`src/pd_msg_params.svh`:
```
// Constants for the port controller message path and its manager
// Contract
// - CC line biphase-mark coded both ways
// - Hardware appends and checks message CRC
// - Valid received message pulls alert pin low
// - Status changes latched at 0x10/0x11 until cleared
// - Manager reads both alert registers after alert
// - Received message sets low alert bit D2
// - Receive buffer: 32 bytes from 0x30
// - Pointer advances after every byte moved
// - Byte0 significant count, byte1 start-of-packet type
// - Header in bytes 2 and 3, low first
// - Stale receive bytes kept; manager uses count
// - Writing one to D2 clears, alert releases
// - Transmit buffer of 31 byte registers
// - Transmission starts only on command write 0x50
// - Split buffer load gives link error, no send
// - First transmit byte counts following bytes
// - Two header bytes, four per data object
// - Command 0x30 sends with CRC, coded
// - Sent message sets D6, alert low
`ifndef PD_MSG_PARAMS_SVH
`define PD_MSG_PARAMS_SVH

// ****************************************
// Device register map
// ****************************************
`define ADDR_ALERT_L 8'h10
`define ADDR_ALERT_H 8'h11
`define ADDR_RXBUF 8'h30
`define RXBUF_LEN 8'h20
`define ADDR_CMD 8'h50
`define ADDR_TXBUF 8'h51
`define TXBUF_LEN 8'h1F
`define MAX_PAYLOAD 8'h1E
`define CMD_SEND 8'h30
`define BIT_RX_MSG 2
`define BIT_TX_OK 6
`define BIT_LINK_ERR 1

// ****************************************
// Line coding and timing
// ****************************************
`define CLK_NS 100
`define UI_NS 800
`define UI_CYC (`UI_NS / `CLK_NS)
`define UI_LAST 3'((`UI_CYC) - 1)
`define UI_HALF 3'((`UI_CYC) / 2)
`define SHORT_MAX 4'((3 * (`UI_CYC)) / 4 - 1)
`define IDLE_CYC 4'((3 * (`UI_CYC)) / 2)
`define IDLE_LAST 4'((3 * (`UI_CYC)) / 2 - 1)
`define PRE_LAST 8'h0F
`define SOP_LAST 8'h07
`define CRC_LAST 8'h1F
`define TAIL_LAST 8'h01
`define SOP_CODE 8'hC3
`define SOP_TYPE 8'h00
`define CRC_POLY 32'h04C11DB7
`define CRC_INIT 32'hFFFFFFFF

// ****************************************
// Manager software registers
// ****************************************
`define MGR_CTRL 3'h0
`define MGR_PTR 3'h1
`define MGR_WDATA 3'h2
`define MGR_RDREQ 3'h3
`define MGR_RDATA 3'h4
`define MGR_STATUS 3'h5

`endif

```
`src/pd_msg_pkg.sv`:
```
// Types shared by the message path ends
package pd_msg_pkg;
   typedef enum logic [2:0] {TX_IDLE = 3'h0, TX_PRE = 3'h1, TX_SOP = 3'h3, TX_BODY = 3'h2,
                             TX_CRC = 3'h6, TX_TAIL = 3'h7} tx_state_t;
   typedef enum logic {RX_HUNT = 1'h0, RX_BODY = 1'h1} rx_state_t;
endpackage

```
`src/pd_link_if.sv`:
```
// Register link between port manager and port controller
`timescale 1ns/1ns
interface pd_link_if;
   logic frame;
   logic ptr_ld;
   logic [7:0] ptr_val;
   logic wr_stb;
   logic [7:0] wr_byte;
   logic rd_stb;
   logic [7:0] rd_byte;
   logic alert_n;
   modport dev (input frame, ptr_ld, ptr_val, wr_stb, wr_byte, rd_stb, output rd_byte, alert_n);
   modport mgr (output frame, ptr_ld, ptr_val, wr_stb, wr_byte, rd_stb, input rd_byte, alert_n);
endinterface

```
`src/pd_port_ctrl.sv`:
```
// Port controller logic: alert flags, message buffers, CC line coder
//
// Our own choice: the plain strobed port.
`timescale 1ns/1ns
`include "pd_msg_params.svh"
module pd_port_ctrl
(
   // Clock and reset
   input wire logic ref_clk_i,
   input wire logic rst_i,
   // Manager link
   pd_link_if.dev link,
   // CC pin, enable low while driving
   input wire logic cc_i,
   output logic cc_o,
   output logic cc_oe_n_o,
   // Status
   output logic tx_busy_o
);
   localparam logic [7:0] SOP = `SOP_CODE;

   logic [7:0] rx_buf_q [0:`RXBUF_LEN-1];
   logic [7:0] tx_buf_q [0:`TXBUF_LEN-1];
   logic [7:0] ptr_q;
   logic [7:0] rd_byte_q;
   logic [7:0] alert_l_q, alert_l_d, alert_h_q, alert_h_d;
   logic alert_n_q;
   logic frame_q, wr_tx, load_ok_q, tx_valid_q, cmd_wr, launch, link_err;
   logic [4:0] load_cnt_q;
   pd_msg_pkg::tx_state_t tx_st_q, tx_next;
   logic [2:0] ui_q;
   logic [7:0] bitcnt_q, tx_len, phase_last;
   logic [31:0] tx_crc_q;
   logic line_q, tx_bit, tx_done;
   logic cc_s1_q, cc_s2_q, cc_s3_q, half_q, rx_edge, rx_bit, rx_bit_v, rx_end, rx_ok, rx_byte_v;
   logic [3:0] gap_q;
   pd_msg_pkg::rx_state_t rx_st_q;
   logic [7:0] rx_sh_q, rx_len_q, rx_byte;
   logic [8:0] rx_n_q;
   logic [5:0] rx_wr_idx;
   logic [31:0] rx_dl_q, rx_crc_q;

   // ****************************************
   // Address decoding
   // ****************************************
   function automatic logic in_rx(input logic [7:0] a);
      return (a >= `ADDR_RXBUF) && (a < 8'(`ADDR_RXBUF + `RXBUF_LEN));
   endfunction

   function automatic logic in_tx(input logic [7:0] a);
      return (a >= `ADDR_TXBUF) && (a < 8'(`ADDR_TXBUF + `TXBUF_LEN));
   endfunction

   function automatic logic [31:0] crc_step(input logic [31:0] c, input logic b);
      return {c[30:0], 1'b0} ^ ((c[31] ^ b) ? `CRC_POLY : 32'h00000000);
   endfunction

   // ****************************************
   // Register link
   // ****************************************
   // Pointer steps after each byte, so block and single reads walk alike
   always_ff @(posedge ref_clk_i)
   begin
      if (rst_i)
         ptr_q <= 8'h00;
      else if (link.ptr_ld)
         ptr_q <= link.ptr_val;
      else if (link.rd_stb || link.wr_stb)
         ptr_q <= 8'(ptr_q + 8'h01);
   end

   // Read data one cycle after the strobe; write-only space reads zero
   always_ff @(posedge ref_clk_i)
   begin
      if (rst_i)
         rd_byte_q <= 8'h00;
      else if (link.rd_stb)
      begin
         if (ptr_q == `ADDR_ALERT_L)
            rd_byte_q <= alert_l_q;
         else if (ptr_q == `ADDR_ALERT_H)
            rd_byte_q <= alert_h_q;
         else if (in_rx(ptr_q))
            rd_byte_q <= rx_buf_q[5'(ptr_q - `ADDR_RXBUF)];
         else
            rd_byte_q <= 8'h00;
      end
   end

   assign link.rd_byte = rd_byte_q;
   assign link.alert_n = alert_n_q;

   // ****************************************
   // Transmit buffer and load check
   // ****************************************
   assign wr_tx = link.wr_stb && in_tx(ptr_q);
   assign cmd_wr = link.wr_stb && (ptr_q == `ADDR_CMD) && (link.wr_byte == `CMD_SEND);
   assign launch = cmd_wr && tx_valid_q && (tx_st_q == pd_msg_pkg::TX_IDLE);
   assign link_err = cmd_wr && !launch;

   // Staging registers, no reset needed: data only
   always_ff @(posedge ref_clk_i)
   begin
      if (wr_tx)
         tx_buf_q[5'(ptr_q - `ADDR_TXBUF)] <= link.wr_byte;
   end

   // A load counts only if one frame wrote from the base through the count
   always_ff @(posedge ref_clk_i)
   begin
      if (rst_i)
      begin
         frame_q <= 1'b0;
         load_ok_q <= 1'b0;
         load_cnt_q <= 5'h00;
         tx_valid_q <= 1'b0;
      end
      else
      begin
         frame_q <= link.frame;
         if (link.frame && !frame_q)
         begin
            load_ok_q <= 1'b0;
            load_cnt_q <= 5'h00;
         end
         else if (wr_tx)
         begin
            tx_valid_q <= 1'b0;
            if (ptr_q == `ADDR_TXBUF)
            begin
               load_ok_q <= 1'b1;
               load_cnt_q <= 5'h01;
            end
            else if (load_ok_q)
               load_cnt_q <= 5'(load_cnt_q + 5'h01);
         end
         else if (!link.frame && frame_q && load_ok_q)
         begin
            load_ok_q <= 1'b0;
            tx_valid_q <= ({3'h0, load_cnt_q} > tx_len);
         end
         else if (launch)
            tx_valid_q <= 1'b0;
      end
   end

   // ****************************************
   // Alert flags
   // ****************************************
   // Hardware set wins over a clear in the same cycle
   always_comb
   begin
      alert_l_d = alert_l_q;
      alert_h_d = alert_h_q;
      if (link.wr_stb && (ptr_q == `ADDR_ALERT_L))
         alert_l_d = alert_l_q & ~link.wr_byte;
      if (link.wr_stb && (ptr_q == `ADDR_ALERT_H))
         alert_h_d = alert_h_q & ~link.wr_byte;
      if (rx_ok)
         alert_l_d[`BIT_RX_MSG] = 1'b1;
      if (tx_done)
         alert_l_d[`BIT_TX_OK] = 1'b1;
      if (link_err)
         alert_h_d[`BIT_LINK_ERR] = 1'b1;
   end

   always_ff @(posedge ref_clk_i)
   begin
      if (rst_i)
      begin
         alert_l_q <= 8'h00;
         alert_h_q <= 8'h00;
         alert_n_q <= 1'b1;
      end
      else
      begin
         alert_l_q <= alert_l_d;
         alert_h_q <= alert_h_d;
         alert_n_q <= ~(|alert_l_d || |alert_h_d);
      end
   end

   // ****************************************
   // Transmitter
   // ****************************************
   // Oversized counts are clipped so the body never runs past the buffer
   assign tx_len = (tx_buf_q[0] > `MAX_PAYLOAD) ? `MAX_PAYLOAD : tx_buf_q[0];

   // Bit to send and phase length per state
   always_comb
   begin
      tx_bit = 1'b0;
      phase_last = 8'h00;
      tx_next = pd_msg_pkg::TX_IDLE;
      unique case (tx_st_q)
         pd_msg_pkg::TX_IDLE: tx_next = pd_msg_pkg::TX_IDLE;
         pd_msg_pkg::TX_PRE:
         begin
            tx_bit = bitcnt_q[0];
            phase_last = `PRE_LAST;
            tx_next = pd_msg_pkg::TX_SOP;
         end
         pd_msg_pkg::TX_SOP:
         begin
            tx_bit = SOP[bitcnt_q[2:0]];
            phase_last = `SOP_LAST;
            tx_next = pd_msg_pkg::TX_BODY;
         end
         pd_msg_pkg::TX_BODY:
         begin
            tx_bit = tx_buf_q[bitcnt_q[7:3]][bitcnt_q[2:0]];
            phase_last = {5'(tx_len), 3'h7};
            tx_next = pd_msg_pkg::TX_CRC;
         end
         pd_msg_pkg::TX_CRC:
         begin
            tx_bit = tx_crc_q[0];
            phase_last = `CRC_LAST;
            tx_next = pd_msg_pkg::TX_TAIL;
         end
         // Two quiet bit times so the far receiver ends the frame before release
         pd_msg_pkg::TX_TAIL:
         begin
            phase_last = `TAIL_LAST;
            tx_next = pd_msg_pkg::TX_IDLE;
         end
      endcase
   end

   assign tx_done = (tx_st_q == pd_msg_pkg::TX_TAIL) && (ui_q == `UI_LAST) && (bitcnt_q == `TAIL_LAST);

   // Edge at each bit start, extra mid-bit edge for a one
   always_ff @(posedge ref_clk_i)
   begin
      if (rst_i || (tx_st_q == pd_msg_pkg::TX_IDLE))
      begin
         ui_q <= 3'h0;
         bitcnt_q <= 8'h00;
         tx_crc_q <= `CRC_INIT;
         line_q <= 1'b0;
         tx_st_q <= (!rst_i && launch) ? pd_msg_pkg::TX_PRE : pd_msg_pkg::TX_IDLE;
      end
      else
      begin
         ui_q <= (ui_q == `UI_LAST) ? 3'h0 : 3'(ui_q + 3'h1);
         // Tail gets one closing edge, else the last bit is never decoded
         if (((tx_st_q != pd_msg_pkg::TX_TAIL) || (bitcnt_q == 8'h00))
             && ((ui_q == 3'h0) || ((ui_q == `UI_HALF) && tx_bit)))
            line_q <= ~line_q;
         if (ui_q == `UI_LAST)
         begin
            if (tx_st_q == pd_msg_pkg::TX_BODY)
               tx_crc_q <= crc_step(tx_crc_q, tx_bit);
            else if (tx_st_q == pd_msg_pkg::TX_CRC)
               tx_crc_q <= {1'b0, tx_crc_q[31:1]};
            if (bitcnt_q == phase_last)
            begin
               bitcnt_q <= 8'h00;
               tx_st_q <= tx_next;
            end
            else
               bitcnt_q <= 8'(bitcnt_q + 8'h01);
         end
      end
   end

   assign cc_o = line_q;
   assign cc_oe_n_o = (tx_st_q == pd_msg_pkg::TX_IDLE);
   assign tx_busy_o = (tx_st_q != pd_msg_pkg::TX_IDLE);

   // ****************************************
   // Receiver
   // ****************************************
   // Pin synchroniser, third stage only for edge finding
   always_ff @(posedge ref_clk_i)
   begin
      if (rst_i)
         {cc_s1_q, cc_s2_q, cc_s3_q} <= 3'h0;
      else
         {cc_s1_q, cc_s2_q, cc_s3_q} <= {cc_i, cc_s1_q, cc_s2_q};
   end

   assign rx_edge = cc_s2_q ^ cc_s3_q;
   assign rx_bit = (gap_q <= `SHORT_MAX);
   // Own echo is ignored while sending
   assign rx_bit_v = rx_edge && !tx_busy_o && (!rx_bit || half_q);
   assign rx_end = (gap_q == `IDLE_LAST) && !rx_edge;
   assign rx_byte = {rx_bit, rx_sh_q[7:1]};

   // Edge spacing: two short gaps a one, one long gap a zero
   always_ff @(posedge ref_clk_i)
   begin
      if (rst_i)
      begin
         gap_q <= 4'h0;
         half_q <= 1'b0;
      end
      else if (rx_edge)
      begin
         gap_q <= 4'h0;
         half_q <= rx_bit && !half_q;
      end
      else if (gap_q != `IDLE_CYC)
         gap_q <= 4'(gap_q + 4'h1);
   end

   // Frame: hunt for start code, then length, payload, CRC
   always_ff @(posedge ref_clk_i)
   begin
      if (rst_i || rx_end)
      begin
         rx_st_q <= pd_msg_pkg::RX_HUNT;
         rx_sh_q <= 8'h00;
         rx_n_q <= 9'h000;
         rx_len_q <= 8'h00;
         rx_dl_q <= 32'h00000000;
         rx_crc_q <= `CRC_INIT;
      end
      else if (rx_bit_v)
      begin
         rx_sh_q <= rx_byte;
         if (rx_st_q == pd_msg_pkg::RX_HUNT)
            rx_st_q <= (rx_byte == SOP) ? pd_msg_pkg::RX_BODY : pd_msg_pkg::RX_HUNT;
         else
         begin
            if (rx_n_q != 9'h1FF)
               rx_n_q <= 9'(rx_n_q + 9'h001);
            rx_dl_q <= {rx_bit, rx_dl_q[31:1]};
            // Last 32 bits held back: they are the CRC itself
            if (rx_n_q >= 9'h020)
               rx_crc_q <= crc_step(rx_crc_q, rx_dl_q[0]);
            if (rx_n_q == 9'h007)
               rx_len_q <= rx_byte;
         end
      end
   end

   assign rx_ok = rx_end && (rx_st_q == pd_msg_pkg::RX_BODY) && (rx_len_q <= `MAX_PAYLOAD)
                  && (rx_n_q == {6'(rx_len_q + 8'h05), 3'h0}) && (rx_dl_q == rx_crc_q);
   assign rx_byte_v = rx_bit_v && (rx_st_q == pd_msg_pkg::RX_BODY) && (rx_n_q[2:0] == 3'h7);
   assign rx_wr_idx = 6'(rx_n_q[8:3] + 6'h01);

   // Payload lands as it arrives; nothing is erased between messages
   always_ff @(posedge ref_clk_i)
   begin
      if (rx_ok)
      begin
         rx_buf_q[0] <= 8'(rx_len_q + 8'h01);
         rx_buf_q[1] <= `SOP_TYPE;
      end
      // CRC bytes stay out, so older content past the count survives
      else if (rx_byte_v && (rx_n_q[8:3] != 6'h00) && (8'(rx_n_q[8:3]) <= rx_len_q)
               && (rx_wr_idx < 6'(`RXBUF_LEN)))
         rx_buf_q[rx_wr_idx[4:0]] <= rx_byte;
   end
endmodule

```
`src/flat_wrapper.sv`:
```
// flat-port wrapper written by rule: the top's interface ports become plain ports
module pd_port_ctrl_flat 
  (ref_clk_i, rst_i, cc_i, cc_o, cc_oe_n_o, tx_busy_o, link_frame, link_ptr_ld, link_ptr_val, link_wr_stb, link_wr_byte, link_rd_stb, link_rd_byte, link_alert_n);
  pd_link_if link_i ();
  input wire logic ref_clk_i;
  input wire logic rst_i;
  input wire logic cc_i;
  output logic cc_o;
  output logic cc_oe_n_o;
  output logic tx_busy_o;
  input wire logic [$bits(link_i.frame)-1:0] link_frame;
  input wire logic [$bits(link_i.ptr_ld)-1:0] link_ptr_ld;
  input wire logic [$bits(link_i.ptr_val)-1:0] link_ptr_val;
  input wire logic [$bits(link_i.wr_stb)-1:0] link_wr_stb;
  input wire logic [$bits(link_i.wr_byte)-1:0] link_wr_byte;
  input wire logic [$bits(link_i.rd_stb)-1:0] link_rd_stb;
  output wire logic [$bits(link_i.rd_byte)-1:0] link_rd_byte;
  output wire logic [$bits(link_i.alert_n)-1:0] link_alert_n;
  assign link_i.frame = link_frame;
  assign link_i.ptr_ld = link_ptr_ld;
  assign link_i.ptr_val = link_ptr_val;
  assign link_i.wr_stb = link_wr_stb;
  assign link_i.wr_byte = link_wr_byte;
  assign link_i.rd_stb = link_rd_stb;
  assign link_rd_byte = link_i.rd_byte;
  assign link_alert_n = link_i.alert_n;
  pd_port_ctrl u_core (.ref_clk_i(ref_clk_i), .rst_i(rst_i), .link(link_i), .cc_i(cc_i), .cc_o(cc_o), .cc_oe_n_o(cc_oe_n_o), .tx_busy_o(tx_busy_o));
endmodule
```
`config.mk`:
```
export PLATFORM = sky130hd
export DESIGN_NAME = pd_port_ctrl_flat
export DESIGN_NICKNAME = d
export VERILOG_FILES = /design/src/pd_msg_pkg.sv /design/src/pd_link_if.sv /design/src/pd_port_ctrl.sv /design/src/flat_wrapper.sv
export VERILOG_INCLUDE_DIRS = /design/src
export SDC_FILE = /design/constraint.sdc
export NUM_CORES = 1
export LEC_CHECK = 0
export ABC_CLOCK_PERIOD_IN_PS = 6700
export BUFFER_PORTS_ARGS = -buffer_cell sky130_fd_sc_hd__buf_2
export CORE_MARGIN = 2
export CORE_UTILIZATION = 40
export DETAILED_ROUTE_END_ITERATION = 6
export SLEW_MARGIN = 0
export SYNTH_ARGS = -nofsm -noshare
export SYNTH_HDL_FRONTEND = slang
export SYNTH_SLANG_ARGS = --single-unit
```
`constraint.sdc`:
```
create_clock -name ref_clk_i -period 6.7 [get_ports ref_clk_i]
set_input_delay 1.005 -clock ref_clk_i [delete_from_list [all_inputs] [get_ports ref_clk_i]]
set_output_delay 1.005 -clock ref_clk_i [all_outputs]
set_load 0.01 [all_outputs]
```
# After elaboration in Yosys (flattened, before gate mapping)
# Memories as Yosys holds them, arrays and structs flattened. A register that Yosys moved wholly into a read port is not among the register bits.
# Cells that the tools add are included.
word_totals:
  regBits: 186
  ramBits: 504
  rom_bits: 8
  input_bits: 23
  output_inout_bits: 12
  memories: 3
memory_table:
  columns: ["memory", "words", "word_bits", "read_ports", "rd_clocked_by_memory_dff", "wr", "line", "source"]
  rows:
  - ["u_core.rx_buf_q", 32, 8, 1, 0, 2, "pd_port_ctrl.sv:22", "logic [7:0] rx_buf_q [0:`RXBUF_LEN-1];"]
  - ["u_core.tx_buf_q", 31, 8, 2, 1, 1, "pd_port_ctrl.sv:23", "logic [7:0] tx_buf_q [0:`TXBUF_LEN-1];"]
  - ["(name not given)", 8, 1, 1, 1, 0, "pd_port_ctrl.sv:205", "tx_bit = SOP[bitcnt_q[2:0]];"]
op_classes:
  add_sub_neg: 11
  magnitude_cmp: 12
  eq_ne: 24
  mux: 50
  n_bitwise: 11
  reduce_logical: 74
op_table:
  columns: ["op", "n"]
  rows:
  - ["8-bit two-way mux", 10]
  - ["32-bit two-way mux", 2]
  - ["32-bit bitwise XOR", 2]
  - ["27-bit two-way mux", 2]
  - ["8-bit case mux with 5 select lines", 1]
  - ["32-bit equality test", 1]
  - ["1-bit logical AND", 31]
  - ["5-bit two-way mux", 5]
  - ["8-bit by 1-bit adder with 8-bit output (second input constant)", 3]
  - ["8-bit OR reduction", 3]
  - ["1-bit two-way mux", 22]
  - ["8-bit bitwise AND", 2]
  - ["8-bit by 5-bit equality test with 1-bit output (second input constant)", 2]
  - ["8-bit by 7-bit equality test with 1-bit output (second input constant)", 2]
  - ["8-bit by 7-bit < comparator with 1-bit output (second input constant)", 2]
  - ["3-bit equality test (second input constant)", 5]
  - ["3-bit two-way mux", 5]
  - ["3-bit case mux with 5 select lines", 1]
  - ["2-bit AND reduction", 6]
  - ["2-bit nonzero test", 6]
  - ["5-bit subtractor (second input constant)", 2]
  - ["9-bit by 1-bit adder with 9-bit output (second input constant)", 1]
  - ["9-bit by 3-bit equality test with 1-bit output (second input constant)", 1]
  - ["9-bit equality test", 1]
  - ["39 further kinds", 64]

# Depth between registers and ports, before layout
# Gate-level depths: netlist (run 1).
depth:
  ltp_word: 14
  mapped_depth: 14

# Worst setup path before layout (run 1)
# No wires, ideal clock.
synth_path:
  path_type: "reg-to-reg"
  from: "register u_core.rx_len_q[2]"
  to: "memory u_core.rx_buf_q[2][0] (enable)"
  arrival_ns: 3.120
  required_ns: 6.302
  setup_slack_ns: 3.182
  stages_incl_launch_ff: 12
  path_buffers: 1
  path_cell_list: "dfxtp_1 clkbuf_1 inv_1 ha_1 o21a_1 o21a_1 o21a_1 o21a_1 o221ai_1 nand4_1 nand2b_1 nor4b_1"
synth_rtl:
  columns: ["item", "line", "source"]
  rows:
  - ["from (decl)", "pd_port_ctrl.sv:38", "logic [7:0] rx_sh_q, rx_len_q, rx_byte;"]
  - ["from (signal assigned)", "pd_port_ctrl.sv:333", "rx_len_q <= rx_byte;"]
  - ["to (decl)", "pd_port_ctrl.sv:22", null]

# Worst setup path after layout (run 1)
layout_path:
  from: "register u_core.ptr_q[4]"
  to: "memory u_core.tx_buf_q[17][2] (enable)"
layout_via:
  elab_chain_len: 5
  elab_cells_between_ends: 7
  cone_classes: "add/sub: 1; order compare: 2; mux: 2; reduce/logical: 2"
layout_rtl:
  columns: ["item", "line", "source"]
  rows:
  - ["from (decl)", "pd_port_ctrl.sv:24", "logic [7:0] ptr_q;"]
  - ["from (signal assigned)", "pd_port_ctrl.sv:67", "ptr_q <= link.ptr_val;"]
  - ["from (signal assigned)", "pd_port_ctrl.sv:69", "ptr_q <= 8'(ptr_q + 8'h01);"]
  - ["8-bit by 7-bit greater-or-equal comparator with 1-bit output (no line) or 8-bit by 7-bit < comparator with 1-bit output (tied branches)", null, null]
  - ["1-bit logical AND", "pd_port_ctrl.sv:51", "return (a >= `ADDR_TXBUF) && (a < 8'(`ADDR_TXBUF + `TXBUF_LEN));"]
  - ["1-bit logical AND", "pd_port_ctrl.sv:96", "assign wr_tx = link.wr_stb && in_tx(ptr_q);"]
  - ["1-bit two-way mux", "pd_port_ctrl.sv:104", "if (wr_tx)"]
  - ["1-bit two-way mux", "pd_port_ctrl.sv:105", "tx_buf_q[5'(ptr_q - `ADDR_TXBUF)] <= link.wr_byte;"]
  - ["to (decl)", "pd_port_ctrl.sv:23", null]
# Several ways; a longest one is shown, not always the timed one.

==> run_results.csv, run 1 <==
group,metric,value,unit
clock_tree,cts_buffers,73,
synthesis,ys.flop_type,"edfxtp_1",
synthesis,yosysWarnings,0,
clock_tree,clk-insertion-delay-late,0.62,ns
timing,setup_viol,0,
drt,via_per_inst,5.62,
place,io_buffer_count,34,
job,drv_cap,0,
clock_tree,cts-resized-gates,0,
setup_path,required,6.93,ns
drt,drc,0,
synthesis,synth_edf_count,507,
synthesis,yosysTopAreaCell,"edfxtp_1",
drt,drt_pass1_iterations,5,
place,dp.cells,3116,
grt,grt_pass1_vias,17900,
clock_tree,cts_tree,"yes",
grt,grt_first_pass_wirelength,110,mm
setup_path,crit_chain,"inv_1 > nor4b_1 > o21ai_0 > o21ai_0 > and3b_1 > nand2_1 > nor3_1",
floorplan,fp.dieW,276,um
final_layout,final-instance-count-excl-fill,3250,
floorplan,io-pin-count,35,
clock_tree,numClockSinks,695,
place,dp_hpwl,46.3,mm
place,dpl_cell_area,30700,um^2
setup_path,critPathMaxStageDelay,1.08,ns
floorplan,dieHeight,276,um
setup_path,slowest_stage,"nor3_1",
timing,finalSetupTns,0,ns
synthesis,synth_cells,2212,
timing,final.min_clock_period,4.58,ns
floorplan,die_area,76400,um^2
synthesis,yosys.area.top_type_share,0.513,
timing,slew_headroom,0.170,
power_and_ir_drop,power_density,277,nW/um^2
synthesis,netlist_top_cells_area,"edfxtp_1 (51%), dfxtp_1 (13%), mux4_2 (8.3%)",
clock_tree,cts_root_buf,"clkbuf_16",
drt,drt_iter0_drc,1780,
drt,wl,72.4,mm
timing,fmax,218,MHz
floorplan,fp-row-count,99,
synthesis,avgSynthCellArea,13.4,um^2
clock_tree,postCtsSetupRepairBufs,0,
drt,wire_per_inst,22.3,um
final_layout,nets,2290,
place,gp_congestion,0.835,
clock_tree,cts_buffer_depth,3,
power_and_ir_drop,leakage,11.0,nW
floorplan,start_util,0.405,
setup_path,crit_arrival,4.81,ns
timing,drv_slew,0,
timing,worstMarginPinSlew,1.24,ns
timing,rsz0062_at_grt,"no",
setup_path,cpMostUsedCell,"o21ai_0",
synthesis,synth.distinct_cells,74,
power_and_ir_drop,total_power,9.20,mW
timing,post-route-period-util,0.683,
drt,vias,18300,
final_layout,area_delta_synth_final,12.0,%
power_and_ir_drop,max-vdd-ir-drop,0.169,mV
floorplan,core_area,73200,um^2
grt,grt_use_total,0.187,
worst_hold_path,worstHoldPathType,"flop to flop",
setup_path,start_kind,"flop",
clock_tree,htree_levels,3,
timing,finClkSkew,0.0222,ns
setup_path,worstSetupPathType,"flop to flop",
final_layout,layout_commonest_cell,"edfxtp_1",
synthesis,synth_area,29700,um^2
synthesis,async_reset_ff_frac,0,
clock_tree,holdBufCountCts,0,
timing,finalHoldViolCount,0,
synthesis,ys_seq_area_frac,0.640,
setup_path,cp-end-kind,"flop",
final_layout,final_cell_mix,"edfxtp_1 (507), nand2_1 (260), nor2_1 (216)",
synthesis,ys_ff_latch,695,
final_layout,final_area,33200,um^2
drt,antenna_left,0,
clock_tree,clkSlewWorstSetupHoldPaths,0.06,ns
final_layout,drive_above_1_share,0.150,
grt,antenna_found_initial,2,
outcome,outcome,"completed",
grt,overflow,0,
setup_path,critical_path_peak_fanout,21,
grt,grt_start_max_net_pins,73,
-- sequential cells by signal, indices dropped and copies added, names as in the netlist, 3 cells and up, named ones only --
signal / flops
u_core.gap_q: 4
u_core.load_cnt_q: 5
u_core.rx_len_q: 8
u_core.link.rd_byte: 8
u_core.ui_q: 3
u_core.rx_dl_q: 32
u_core.rx_crc_q: 32
u_core.alert_h_q: 8
u_core.rx_n_q: 9
u_core.tx_buf_q: 248
u_core.tx_crc_q: 32
u_core.tx_st_q: 3
u_core.ptr_q: 8
u_core.bitcnt_q: 8
u_core.rx_sh_q: 7
u_core.rx_buf_q: 256
u_core.alert_l_q: 8
-- cells by family (layout without fill, tap and decap cells) --
| family | count (synthesis) | count (layout) | synth area share |
|---|---|---|---|
| and+or+nand+nor | 710 | 710 | 0.108 |
| adders and majority gates | 35 | 35 | 0.0148 |
| AOI/OAI and AO/OA | 317 | 317 | 0.0693 |
| buffers and inverters | 167 | 238 | 0.0250 |
| DFF | 695 | 695 | 0.640 |
| xor gates and xnor gates | 88 | 88 | 0.0260 |
| other | 1 | 9 | 0.000126 |
| muxes | 199 | 199 | 0.117 |
-- synthesized netlist by cell type (4+ instances only) --
library cell  instances
ha_1                 35
buf_4                 5
o31ai_1              16
o21a_1                9
a22o_1                4
nand3_1              46
nor3_1               30
a31oi_1              13
mux2_2               13
a21oi_1             108
o211ai_1             21
o311ai_0             17
dfxtp_1             188
buf_2                21
a211oi_1             29
and3_1               12
nor2b_1              16
clkbuf_1             87
nor4_1               15
o22ai_1               6
mux4_1                6
buf_6                 7
nand2_1             260
nand4_1              19
xor2_1               43
nand3b_1              7
nor2_1              219
edfxtp_1            507
buf_1                 6
and2_1                5
xnor2_1              45
o21ai_0              47
nand2b_1             28
a22oi_1               8
or3_1                 9
or2_2                21
inv_1                39
nor4b_1               4
mux4_2              109
and4_1                4
mux2i_1              71
nor3b_1               4
-- cell type report --
| type | count | area, um^2 |
|---|---|---|
| antenna | 1 | 2.50 |
| clock buffer | 84 | 1940 |
| clock inverter | 49 | 543 |
| fill | 6409 | 40000 |
| inverter | 40 | 150 |
| multi-input combinational | 1357 | 9980 |
| sequential | 695 | 19000 |
| tap | 959 | 1200 |
| timing repair buffer | 65 | 403 |
-- critical path: cells and delay by family, from the launching register on --
family	cells	cell delay [ns]
compound gates	2	0.27
buf+inv	1	0.51
flops	1	0.87
simple gates	4	2.53
-- where the power goes --
| group | leakage (nW) | internal, mW | switching (mW) |
|---|---|---|---|
| registers | 6.13 | 4.60 | 0.0270 |
| logic | 3.62 | 0.137 | 0.245 |
| clock network | 1.21 | 2.48 | 1.71 |
| total | 11.0 | 7.22 | 1.98 |
-- stage by stage --
stage,setup WS [ns],utilization,hold WS (ns)
2_1_floorplan,3.18,-,0.414
3_3_place_gp,2.30,0.420,0.440
3_5_place_dp,2.12,0.420,0.443
4_1_cts,2.16,0.454,0.453
5_1_grt,1.86,0.454,0.468
6_report,2.12,0.454,0.451
-- layer usage --
layer,up-vias,track usage,share of wire
li1,8311,-,-
met1,9203,0.253,0.43
met2,623,0.312,0.49
met3,140,0.0269,0.058
met4,0,0.0605,0.028
met5,-,0,0
-- path summary, 6_finish.rpt --
path,startpoint,end,slack (ns),depth (start not counted)
worst max-delay path,u_core.ptr_q[4],u_core.tx_buf_q[17][2],2.12,7
worst min register to register,u_core.cc_s1_q,u_core.cc_s2_q,0.45,1
worst min-delay path,u_core.cc_s1_q,u_core.cc_s2_q,0.45,1
worst max register to register,u_core.ptr_q[4],u_core.tx_buf_q[17][2],2.12,7
No activity file was read; power rests on OpenSTA's default activity.
==> inputs of run 2 (changes only) <==
- ABC_CLOCK_PERIOD_IN_PS: 6700 -> 4710
- clock period: 6.7 -> 4.71 ns (I/O delays scaled with it)
==> run 2 against run 1 <==
  * Total power is 42% higher
  * Count of clock-buffer cells in the layout shrank 1
  * Final area is 0.79% higher
  * Setup slack worse by 1.4 ns
  * Cell count rose by 1.2%
  * First-iteration DRC count decreased by 0.28%
  * Non-clock buffer count up 39
  * Worst hold slack worse by 0.13 ns
  * Clock power up 42%
  * Sequential cell count unchanged
  * Combinational power increased by 46%
  * Sequential share of layout area down 0.47 points
==> run_results.csv, run 2 (synthesis gave the netlist of run 1 again) <==
group,metric,value,unit
timing,finClkSkew,0.0247,ns
final_layout,layout_commonest_cell,"edfxtp_1",
drt,vias,18200,
timing,fmax,253,MHz
outcome,outcome,"completed",
final_layout,final_cell_mix,"edfxtp_1 (507), nand2_1 (260), nor2_1 (216)",
drt,drt_pass1_iterations,6,
timing,worstMarginPinSlew,1.40,ns
grt,grt_start_max_net_pins,73,
timing,hold-worst-slack,0.326,ns
setup_path,start_kind,"flop",
drt,met3WireLength,4.72,mm
worst_hold_path,worstHoldPathType,"input port to flop",
timing,drv_slew,0,
floorplan,io-pin-count,35,
final_layout,nets,2329,
floorplan,start_util,0.405,
clock_tree,htree_levels,3,
grt,grt_first_pass_wirelength,110,mm
clock_tree,cts_tree,"yes",
grt,overflow,0,
timing,finalHoldViolCount,0,
drt,routed-wl-met2,34.7,mm
clock_tree,cts_buffer_depth,3,
floorplan,die_area,76400,um^2
drt,via_per_inst,5.53,
floorplan,core_area,73200,um^2
drt,antenna_left,0,
drt,wire_per_inst,21.9,um
clock_tree,postCtsSetupRepairBufs,0,
clock_tree,cts_root_buf,"clkbuf_16",
clock_tree,holdBufCountCts,0,
clock_tree,cts_buffers,73,
job,drv_cap,0,
grt,grt_pass1_vias,18000,
final_layout,area_delta_synth_final,12.9,%
drt,drc,0,
power_and_ir_drop,leakage,11.2,nW
grt,grt_use_total,0.186,
clock_tree,numClockSinks,695,
timing,setup_viol,0,
setup_path,crit_family,"compound AO/OA/AOI/OAI gates",
drt,drt_iter0_drc,1775,
setup_path,slowest_stage,"dfxtp_2",
setup_path,crit_chain,"mux4_2 > a2111oi_0 > a21o_1 > a2111oi_1 > or2_4 > nor2_2 > a211oi_1 > o31ai_1",
place,io_buffer_count,34,
floorplan,dieHeight,276,um
setup_path,worstSetupPathType,"flop to flop",
drt,dr.max_layer_used,"met4",
floorplan,fp.dieW,276,um
final_layout,drive_above_1_share,0.161,
clock_tree,clkSlewWorstSetupHoldPaths,0.06,ns
grt,antenna_found_initial,1,
drt,wl_met1,31.0,mm
final_layout,regMostFlops,"u_core.rx_buf_q",
setup_path,critPathMaxStageDelay,1.01,ns
timing,finalSetupTns,0,ns
place,dp_hpwl,46.3,mm
power_and_ir_drop,max-vdd-ir-drop,0.353,mV
timing,final.min_clock_period,3.95,ns
setup_path,critical_path_peak_fanout,33,
power_and_ir_drop,power_density,390,nW/um^2
timing,rsz0062_at_grt,"no",
setup_path,crit_arrival,4.46,ns
timing,slew_headroom,0.0666,
drt,wl,71.9,mm
clock_tree,clk-insertion-delay-late,0.63,ns
final_layout,largest_reg_flops,256,
setup_path,cp-end-kind,"flop",
setup_path,required,5.22,ns
final_layout,reg.largest.list,"u_core.rx_buf_q x256, u_core.tx_buf_q x248",
place,gp_congestion,0.856,
timing,post-route-period-util,0.838,
clock_tree,cts-resized-gates,0,
floorplan,fp-row-count,99,
setup_path,crit_buf_inv,0,
## run 2: stage by stage
step / util / setup slack [ns] / cells / cell area (um^2) / power, mW
after floorplan: - / 1.19 / 2219 / 29700 / 7.06
after global placement: 0.424 / 0.748 / 3154 / 31000 / 7.25
after detailed placement: 0.424 / 0.836 / 3155 / 31000 / 7.26
after CTS: 0.457 / 0.787 / 3288 / 33500 / 13.2
after global routing: 0.457 / 0.564 / 3288 / 33500 / 13.5
final: 0.458 / 0.762 / 3289 / 33500 / 13.1
## run 2: final cells by class
class | count | area, um^2
antenna | 1 | 2.50
clock buffer | 83 | 1900
clock inverter | 50 | 567
fill | 6433 | 39700
inverter | 40 | 150
multi-input combinational | 1357 | 9980
sequential | 695 | 19000
tap | 959 | 1200
timing repair buffer | 104 | 693
## run 2: worst reg2reg max path: cells and delay by family (launching register included)
kind	cells	cell delay (ns)
flops	1	1.01
simple gates	2	0.77
compound gates	5	1.44
mux	1	0.62
## run 2: routing by layer
metal  track usage  vias to the layer above
li1              -                     8386
met1         0.254                     9114
met2         0.306                      587
met3        0.0363                      108
met4        0.0490                        0
met5             0                        -
## run 2: where the power goes
group | internal (mW) | switching (mW) | total, mW | leakage [nW]
Sequential | 6.54 | 0.0251 | 6.57 | 6.13
Combinational | 0.199 | 0.361 | 0.559 | 3.83
Clock | 3.52 | 2.41 | 5.93 | 1.21
## run 2: final timing paths
| kind | to | startpoint | depth (start not counted) | slack [ns] |
|---|---|---|---|---|
| hold / removal | u_core.cc_s1_q | cc_i | 2 | 0.33 |
| setup / recovery | u_core.tx_crc_q[2] | flop | 8 | 0.76 |
| hold reg to reg | u_core.alert_h_q[2] | u_core.alert_h_q[2] | 2 | 0.45 |
| setup reg to reg | u_core.tx_crc_q[2] | flop | 8 | 0.76 |
